**config.mk**
```make
export PLATFORM = sky130hd
export DESIGN_NAME = csol_strap_logic
export DESIGN_NICKNAME = d
export VERILOG_FILES = /design/src/shared/csol_pkg.sv /design/src/logic/csol_fifo.sv /design/src/logic/csol_strap_logic.sv
export SDC_FILE = /design/constraint.sdc
export NUM_CORES = 1
export LEC_CHECK = 0
export ABC_CLOCK_PERIOD_IN_PS = 7600
export BUFFER_PORTS_ARGS = -buffer_cell sky130_fd_sc_hd__buf_2
export CORE_AREA = 4 4 120 122
export DETAILED_ROUTE_END_ITERATION = 8
export DIE_AREA = 0 0 124 126
export PLACE_DENSITY = 0.83
export SYNTH_ARGS = -nofsm -noshare
export SYNTH_HDL_FRONTEND = slang
export SYNTH_HIERARCHICAL = 1
export SYNTH_SLANG_ARGS = --single-unit
```
**constraint.sdc**
```tcl
create_clock -name clk -period 7.6 [get_ports clk]
set_input_delay 2.28 -clock clk [delete_from_list [all_inputs] [get_ports clk]]
set_output_delay 2.28 -clock clk [all_outputs]
set_load 0.05 [all_outputs]
```
**src/shared/csol_pkg.sv**
```systemverilog
package csol_pkg;

  localparam int CLK_HZ = 125_000_000;

  // Pause after a delay code.
  localparam int DELAY_MS = 450;
  localparam int DELAY_CYC = (DELAY_MS * (CLK_HZ / 1000));

  // Interface timer periods.
  localparam int TIMER_SHORT_MS = 300;
  localparam int TIMER_LONG_MS = 430;
  localparam int TIMER_SHORT_CYC = (TIMER_SHORT_MS * (CLK_HZ / 1000));
  localparam int TIMER_LONG_CYC = (TIMER_LONG_MS * (CLK_HZ / 1000));

  // Character rates in characters per second.
  localparam int RATE_LOW_CPS = 10;
  localparam int RATE_MID_CPS = 15;
  localparam int RATE_HIGH_CPS = 30;
  localparam int RATE_FAST_CPS = 120;

  // Rate selector positions from the terminal.
  localparam logic [1:0] SEL_TOP = 2'h0;
  localparam logic [1:0] SEL_MIDDLE = 2'h1;
  localparam logic [1:0] SEL_BOTTOM = 2'h2;

  // Board variants.
  localparam logic [1:0] VAR_FIRST = 2'h0;
  localparam logic [1:0] VAR_SECOND = 2'h1;
  localparam logic [1:0] VAR_THIRD = 2'h2;

  // Terminal modes.
  localparam logic [1:0] MODE_LOCAL = 2'h0;
  localparam logic [1:0] MODE_ONLINE = 2'h1;
  localparam logic [1:0] MODE_STANDBY = 2'h2;

  // Character codes.
  localparam logic [7:0] CH_BS = 8'h08;
  localparam logic [7:0] CH_LF = 8'h0a;
  localparam logic [7:0] CH_VT = 8'h0b;
  localparam logic [7:0] CH_FF = 8'h0c;
  localparam logic [7:0] CH_DC2 = 8'h12;
  localparam logic [7:0] CH_DC3 = 8'h13;
  localparam logic [7:0] CH_ESC = 8'h1b;
  localparam logic [7:0] CH_H = 8'h48;
  localparam logic [7:0] CH_J = 8'h4a;

  localparam logic [31:0] CNT_RESET = 32'h0000_0000;

  typedef enum logic [1:0] {
    CSOL_IDLE  = 2'b00,
    CSOL_SEND  = 2'b01,
    CSOL_PAUSE = 2'b10
  } csol_state_e;

endpackage

```
**src/logic/csol_fifo.sv**
```systemverilog
`timescale 1ns/100ps
module csol_fifo
  import csol_pkg::*;
#(
  parameter int WIDTH = 8,
  parameter int DEPTH = 8
) (
  input  wire logic             clk,
  input  wire logic             rst_n,
  input  wire logic [WIDTH-1:0] in_data,
  input  wire logic             in_valid,
  output logic                  in_ready,
  output logic      [WIDTH-1:0] out_data,
  output logic                  out_valid,
  input  wire logic             out_ready
);
  localparam int AW = $clog2(DEPTH);

  logic [WIDTH-1:0] mem [DEPTH];
  logic [AW-1:0]    wr_ptr;
  logic [AW-1:0]    rd_ptr;
  logic [AW:0]      count;
  logic [AW:0]      next_count;
  logic             do_wr;
  logic             do_rd;

  assign out_valid = (count != '0);
  assign out_data = mem[rd_ptr];
  assign do_wr = in_valid && in_ready;
  assign do_rd = out_valid && out_ready;
  assign next_count = count + (AW+1)'(do_wr) - (AW+1)'(do_rd);

  always_ff @(posedge clk) begin
    if (do_wr) begin
      mem[wr_ptr] <= in_data;
    end
  end

  always_ff @(posedge clk or negedge rst_n) begin
    if (!rst_n) begin
      wr_ptr <= '0;
      rd_ptr <= '0;
      count <= '0;
      in_ready <= 1'b1;
    end else begin
      if (do_wr) begin
        wr_ptr <= (wr_ptr == AW'(DEPTH - 1)) ? '0 : wr_ptr + 1'b1;
      end
      if (do_rd) begin
        rd_ptr <= (rd_ptr == AW'(DEPTH - 1)) ? '0 : rd_ptr + 1'b1;
      end
      count <= next_count;
      // Ready is registered so that it leaves the block from a flip-flop.
      in_ready <= (next_count != (AW+1)'(DEPTH));
    end
  end
endmodule

```
**src/logic/csol_strap_logic.sv**
```systemverilog
`timescale 1ns/100ps
// Function
// RULE1 - Both rate straps open: 10/15/30 cps
// RULE2 - Mid strap, middle selector: 120 cps
// RULE3 - Low strap, bottom selector: 120 cps
// RULE4 - Delay strap fitted: 450 ms after codes
// RULE5 - Delay strap removed: no code pauses
// RULE6 - Second board, echo open: echo tape DC3
// RULE7 - Second board, entry open: DC2 writes gap
// RULE8 - Third board timer: 300 or 430 ms
// RULE9 - Third board read-delay strap skips online delays
// RULE10 - Third board gap open: no DC2 gap
// RULE11 - Third board stop-read open: halt before DC3
// RULE12 - Terminal treats DC3 as reader off
// RULE13 - Straps are static, sampled continuously
module csol_strap_logic
  import csol_pkg::*;
#(
  parameter int DELAY_CYCLES = DELAY_CYC,
  parameter int TIMER_SHORT  = TIMER_SHORT_CYC,
  parameter int TIMER_LONG   = TIMER_LONG_CYC,
  parameter int FIFO_DEPTH   = 8
) (
  input  wire logic       clk,
  input  wire logic       rst_n,
  input  wire logic [1:0] board_variant,
  input  wire logic       delay_strap,
  input  wire logic       rate_mid_or_timer_strap,
  input  wire logic       rate_low_or_read_delay_strap,
  input  wire logic       echo_or_gap_strap,
  input  wire logic       write_entry_or_stop_read_strap,
  input  wire logic [1:0] rate_selector,
  input  wire logic [1:0] terminal_mode,
  input  wire logic [7:0] tape_data,
  input  wire logic       tape_valid,
  output logic            tape_ready,
  input  wire logic [7:0] rx_data,
  input  wire logic       rx_valid,
  input  wire logic       timer_start,
  output logic [7:0]      char_data,
  output logic            char_valid,
  input  wire logic       char_ready,
  output logic [7:0]      rate_cps,
  output logic            write_mode,
  output logic            gap_pulse,
  output logic            read_halt,
  output logic            timer_busy
);
  // Straps and selector come from pins: two-flop synchronisers.
  localparam int SW = 11;
  logic [SW-1:0] sync1;
  logic [SW-1:0] sync2;
  always_ff @(posedge clk or negedge rst_n) begin
    if (!rst_n) begin
      sync1 <= '0;
      sync2 <= '0;
    end else begin
      sync1 <= {board_variant, delay_strap, rate_mid_or_timer_strap,
                rate_low_or_read_delay_strap, echo_or_gap_strap,
                write_entry_or_stop_read_strap, rate_selector,
                terminal_mode};
      sync2 <= sync1; // see RULE13
    end
  end
  logic [1:0] s_var;
  logic       s_dly;
  logic       s_j2;
  logic       s_j3;
  logic       s_j4;
  logic       s_j5;
  logic [1:0] s_sel;
  logic [1:0] s_mode;
  assign {s_var, s_dly, s_j2, s_j3, s_j4, s_j5, s_sel, s_mode} = sync2;

  logic [7:0] f_data;
  logic       f_valid;
  logic       f_ready;
  csol_fifo #(.WIDTH(8), .DEPTH(FIFO_DEPTH)) u_fifo (
    .clk       (clk),
    .rst_n     (rst_n),
    .in_data   (tape_data),
    .in_valid  (tape_valid),
    .in_ready  (tape_ready),
    .out_data  (f_data),
    .out_valid (f_valid),
    .out_ready (f_ready)
  );

  typedef struct packed {
    csol_state_e st;
    logic [31:0] cnt;
    logic        esc_seen;
    logic [31:0] tmr;
    logic [7:0]  data;
    logic        valid;
    logic [7:0]  rate;
    logic        wmode;
    logic        gap;
    logic        halt;
    logic        busy;
  } csol_state_s;

  csol_state_s r;
  csol_state_s next_r;

  logic is_dcode;
  logic pause_ok;
  logic third;
  logic second;
  logic fast;

  always_comb begin
    third = (s_var == VAR_THIRD);
    second = (s_var == VAR_SECOND);
    fast = (!third && s_j2 && !s_j3 && s_sel == SEL_MIDDLE) || // see RULE2
           (!third && s_j3 && !s_j2 && s_sel == SEL_BOTTOM);   // see RULE3
    is_dcode = (f_data == CH_LF) || (f_data == CH_BS) ||
               (f_data == CH_VT) || (f_data == CH_FF) ||
               (r.esc_seen && (f_data == CH_H || f_data == CH_J));
    pause_ok = s_dly && // see RULE5
               !(third && s_j3 && s_mode != MODE_LOCAL); // see RULE9
    f_ready = (r.st == CSOL_IDLE);
    next_r = r;
    next_r.gap = 1'b0;
    // Rate code: fast, else the normal selector rates.
    if (fast) begin
      next_r.rate = 8'(RATE_FAST_CPS);
    end else if (s_sel == SEL_BOTTOM) begin
      next_r.rate = 8'(RATE_LOW_CPS); // see RULE1
    end else if (s_sel == SEL_MIDDLE) begin
      next_r.rate = 8'(RATE_MID_CPS); // see RULE1
    end else begin
      next_r.rate = 8'(RATE_HIGH_CPS); // see RULE1
    end
    // Received DC2 handling; DC3 is the terminal's reader-off.
    if (rx_valid && rx_data == CH_DC2) begin
      if (second && !s_j5) begin
        next_r.wmode = 1'b1; // see RULE7
        next_r.gap = 1'b1;   // see RULE7
      end else if (third) begin
        next_r.wmode = 1'b1;
        next_r.gap = s_j4;   // see RULE10
      end
    end else if (rx_valid && rx_data == CH_DC3) begin
      next_r.wmode = 1'b0; // see RULE12
    end
    // Interface timer.
    if (timer_start) begin
      next_r.tmr = s_j2 ? 32'(TIMER_SHORT) : 32'(TIMER_LONG); // see RULE8
      next_r.busy = third;
    end else if (r.tmr != CNT_RESET) begin
      // Only the third board shows the timer as busy.
      next_r.tmr = r.tmr - 32'h0000_0001;
      next_r.busy = third && (r.tmr != 32'h0000_0001);
    end
    case (r.st)
      CSOL_IDLE: begin
        if (f_valid) begin
          next_r.esc_seen = (f_data == CH_ESC);
          if (f_data == CH_DC3 && third && !s_j5) begin
            next_r.halt = 1'b1; // see RULE11
          end
          if (f_data == CH_DC3 && second && s_j4) begin
            next_r.st = CSOL_IDLE; // Echo strap fitted: DC3 is dropped.
          end else begin
            next_r.data = f_data; // see RULE6
            next_r.valid = 1'b1;
            next_r.st = CSOL_SEND;
            next_r.cnt = (is_dcode && pause_ok) ? // see RULE4
                         32'(DELAY_CYCLES) : CNT_RESET;
          end
        end
      end
      CSOL_SEND: begin
        if (char_ready) begin
          next_r.valid = 1'b0;
          next_r.halt = 1'b0;
          next_r.st = (r.cnt != CNT_RESET) ? CSOL_PAUSE : CSOL_IDLE;
        end
      end
      CSOL_PAUSE: begin
        next_r.cnt = r.cnt - 32'h0000_0001;
        if (r.cnt == 32'h0000_0001) begin
          next_r.st = CSOL_IDLE;
        end
      end
      default: begin
        next_r.st = CSOL_IDLE;
      end
    endcase
  end

  always_ff @(posedge clk or negedge rst_n) begin
    if (!rst_n) begin
      r <= '{st: CSOL_IDLE, rate: 8'(RATE_HIGH_CPS), default: '0};
    end else begin
      r <= next_r;
    end
  end

  assign char_data = r.data;
  assign char_valid = r.valid;
  assign rate_cps = r.rate;
  assign write_mode = r.wmode;
  assign gap_pulse = r.gap;
  assign read_halt = r.halt;
  assign timer_busy = r.busy;

  property p_pause_len;
    @(posedge clk) disable iff (!rst_n)
      (r.st == CSOL_SEND && char_ready && r.cnt != CNT_RESET)
      |=> (r.st == CSOL_PAUSE);
  endproperty
  a_pause_len: assert property (p_pause_len) // see RULE4
    else $error("delay code did not pause");

  property p_no_pause;
    @(posedge clk) disable iff (!rst_n)
      (r.st == CSOL_IDLE && f_valid && !s_dly) |=> (r.cnt == CNT_RESET);
  endproperty
  a_no_pause: assert property (p_no_pause) // see RULE5
    else $error("pause without delay strap");

  property p_gap2;
    @(posedge clk) disable iff (!rst_n)
      (rx_valid && rx_data == CH_DC2 && second && !s_j5)
      |=> (gap_pulse && write_mode);
  endproperty
  a_gap2: assert property (p_gap2) // see RULE7
    else $error("DC2 did not start write and gap");

  property p_gap3;
    @(posedge clk) disable iff (!rst_n)
      (rx_valid && rx_data == CH_DC2 && third && !s_j4) |=> !gap_pulse;
  endproperty
  a_gap3: assert property (p_gap3) // see RULE10
    else $error("gap written with gap strap open");

  property p_timer;
    @(posedge clk) disable iff (!rst_n)
      (timer_start && third) |=> (r.tmr == (s_j2 ? 32'(TIMER_SHORT)
                                            : 32'(TIMER_LONG)));
  endproperty
  a_timer: assert property (p_timer) // see RULE8
    else $error("timer period wrong");

  property p_fast;
    @(posedge clk) disable iff (!rst_n)
      (fast && !timer_start) |=> (rate_cps == 8'(RATE_FAST_CPS));
  endproperty
  a_fast: assert property (p_fast) // see RULE2
    else $error("fast rate not selected");

  property p_halt;
    @(posedge clk) disable iff (!rst_n)
      (r.st == CSOL_IDLE && f_valid && f_data == CH_DC3 && third && !s_j5)
      |=> (read_halt && char_valid);
  endproperty
  a_halt: assert property (p_halt) // see RULE11
    else $error("no halt before DC3");

  property p_echo;
    @(posedge clk) disable iff (!rst_n)
      (r.st == CSOL_IDLE && f_valid && f_data == CH_DC3 && second && !s_j4)
      |=> (char_valid && char_data == CH_DC3);
  endproperty
  a_echo: assert property (p_echo) // see RULE6
    else $error("DC3 not echoed");
endmodule

```
==> results.json <==
{
  "finalHoldViolations": 0,
  "fin_setup_tns_ns": 0,
  "finalMaxSlewViolations": 0,
  "layout_min_cycle_time_ns": 4.12,
  "synth_edf_count": 64,
  "route.detailed.wl_per_inst_um": 19.4,
  "grt_pass1_vias": 5705,
  "start_util": 0.642,
  "drive_above_1_share": 0.173,
  "numCtsBuffers": 17,
  "r2r_start": "u_fifo/rd_ptr[1]",
  "hpwl_mm": 11.6,
  "via_per_inst": 6.18,
  "synth_top_cell_by_area": "dfrtp_1",
  "fp.dieW_um": 124,
  "cts_tree": "yes",
  "max_freq_mhz": 243,
  "place.gp.congestion": 0.868,
  "ant_nets": 0,
  "cellPowerDensity_nw_per_um2": 379,
  "required_ns": 7.92,
  "pre_cts_slack_ns": 3.47,
  "final_nets": 783,
  "worstPathMaxFanout": 29,
  "io_buffers": 52,
  "drc_errors": 0,
  "post_cts_buffers": 0,
  "synth_cell_types": 74,
  "fin_skew_ns": 0.0105,
  "r2r-end": "char_data[0]",
  "coreArea_um2": 13200,
  "netlist_instances": 701,
  "vias": 5708,
  "start_kind": "flip-flop",
  "io_pins": 55,
  "worstMarginPinSlew_ns": 1.00,
  "criticalPathCategory": "reg -> reg",
  "leakagePower_uw": 0.00384,
  "synth_ff_type": "dfrtp_1",
  "synth_commonest_cells": "dfrtp_1, edfxtp_1, nor2_1",
  "multi_input_area_um2": 3250,
  "cp-end-kind": "flip-flop",
  "rsz0062_at_grt": "no",
  "syn_area_um2": 8460,
  "antenna_cells": 0,
  "drtIter0Drc": 490,
  "relSlewSlack": 0.332,
  "ys_ff_latch": 182,
  "yosys_warnings": 6,
  "reg2reg_slack_ns": 3.48,
  "clock_path_buffers": 2,
  "grt_overflow_total": 0,
  "r2r_cells": 8,
  "hold_depth": 0,
  "grt_antenna_before_repair": 0,
  "holdPathEnd": "sync2[1]",
  "cts_max_level": 4,
  "outcome": "finished, final reports clean",
  "hold_buffers": 0,
  "synth_nets": 750,
  "grt_pass1_wl_mm": 29.3,
  "synthArstFlopShare": 0.648,
  "cts_sinks": 182,
  "clk_pin_slew_ns": 0.07,
  "drv_cap": 0,
  "synthMostInstantiatedCell": "dfrtp_1",
  "synth_area_leaders": "dfrtp_1, edfxtp_1, mux4_1",
  "clock_latency_ns": 0.43,
  "grt_usage": 0.243,
  "ys_seq_area_frac": 0.576,
  "regArea_um2": 4880,
  "synth.top_cell.area_share": 0.337,
  "setup_slack_ns": 3.48,
  "worstPathArrival_ns": 4.43,
  "min-delay-start": "sync1[1]",
  "area_growth_pct": 10.5,
  "ir_worst_vdd_uv": 272,
  "wl_mm": 17.9,
  "holdWs_ns": 0.350,
  "finalCritPeriodShare": 0.542,
  "fill_cells": 863,
  "drt-pass1-iter-count": 5,
  "die_h_um": 126,
  "avgSynthCellArea_um2": 12.1,
  "placementRows": 42,
  "min_path_type": "reg -> reg",
  "cts_resized": 0,
  "setup_violations": 0,
  "die_area_um2": 15600,
  "grt_max_degree": 78,
  "root_buffer": "clkbuf_16"
}
[worst max path at each step]
stage | slack, ns | endpoint | from
2_1_floorplan | 3.71 | u_fifo/in_ready | tape_valid
3_3_place_gp | 3.56 | u_fifo/in_ready | tape_valid
3_5_place_dp | 3.47 | u_fifo/in_ready | tape_valid
4_1_cts | 3.51 | char_data[0] | u_fifo/rd_ptr[1]
5_1_grt | 3.22 | char_data[0] | u_fifo/rd_ptr[1]
6_report | 3.48 | char_data[0] | u_fifo/rd_ptr[1]
[stage by stage]
stage	instances	utilization	power (uW)	area, um2
3_5_place_dp	891	0.662	2630	8740
5_1_grt	923	0.709	3740	9350
6_report	923	0.709	3540	9350
4_1_cts	923	0.709	3540	9350
2_1_floorplan	701	-	2360	8460
3_3_place_gp	891	0.662	2570	8740
[sequential cells by signal, indices dropped and copies added, names as in the netlist]
register         count
sync1               11
char_valid           1
sync2               11
u_fifo/wr_ptr        3
write_mode           1
char_data            8
u_fifo/mem          64
u_fifo/count         4
rate_cps             5
u_fifo/in_ready      1
timer_busy           1
u_fifo/rd_ptr        3
gap_pulse            1
r                   67
read_halt            1
[kinds of logic (layout without fill, tap and decap cells)]
logic type	after synthesis	count (layout)	share of synthesized area
and+or+nand+nor	268	268	0.179
DFF	182	182	0.576
muxes	34	34	0.0732
AOI/OAI and AO/OA	108	108	0.0806
buffers and inverters	66	112	0.0399
other	2	2	0.000887
xor gates and xnor gates	25	25	0.0259
adders and majority gates	16	16	0.0245
[worst max-delay path, stage by stage, from the launching register on]
cell     delay (ns)
dfrtp_1        0.92
mux4_1         0.69
mux2_2         0.33
nor4b_1        0.50
a41o_1         0.88
nor2_1         0.21
buf_4          0.28
nand2_1        0.11
nand2_1        0.05
[layer usage]
| metal | up-vias | share of wire | global-route usage |
|---|---|---|---|
| met4 | 0 | 0.024 | 0.0947 |
| met2 | 167 | 0.52 | 0.400 |
| met3 | 37 | 0.045 | 0.0493 |
| met1 | 2856 | 0.41 | 0.318 |
| met5 | - | 0 | 0 |
| li1 | 2648 | - | - |
[area by class of cell]
type | instances | share of cell area
sequential | 182 | 0.522
multi-input combinational | 453 | 0.347
clock buffer | 22 | 0.0543
timing repair buffer | 58 | 0.0329
tap | 176 | 0.0235
clock inverter | 10 | 0.0115
inverter | 22 | 0.00883
[placed cells by master (no fill, tap or decap), types with 9 or more instances in the layout]
| cell | n |
|---|---|
| mux2_2 | 15 |
| o21ai_0 | 32 |
| dfrtp_1 | 114 |
| nor2_1 | 57 |
| clkbuf_16 | 20 |
| nand2b_1 | 12 |
| edfxtp_1 | 64 |
| nor4_1 | 17 |
| xnor2_1 | 15 |
| xor2_1 | 10 |
| or3_1 | 19 |
| nor3_1 | 33 |
| inv_1 | 22 |
| or4_1 | 10 |
| nor2b_1 | 9 |
| ha_1 | 15 |
| a21oi_1 | 29 |
| buf_2 | 51 |
| mux4_1 | 16 |
| nand2_1 | 49 |
| nand3_1 | 9 |
[power breakdown]
part           internal [uW]  leakage, uW  switching (uW)
Combinational            495      0.00149             760
Sequential              1200      0.00205             184
Clock                    518     0.000293             381
No activity file was read; power rests on OpenSTA's default activity.
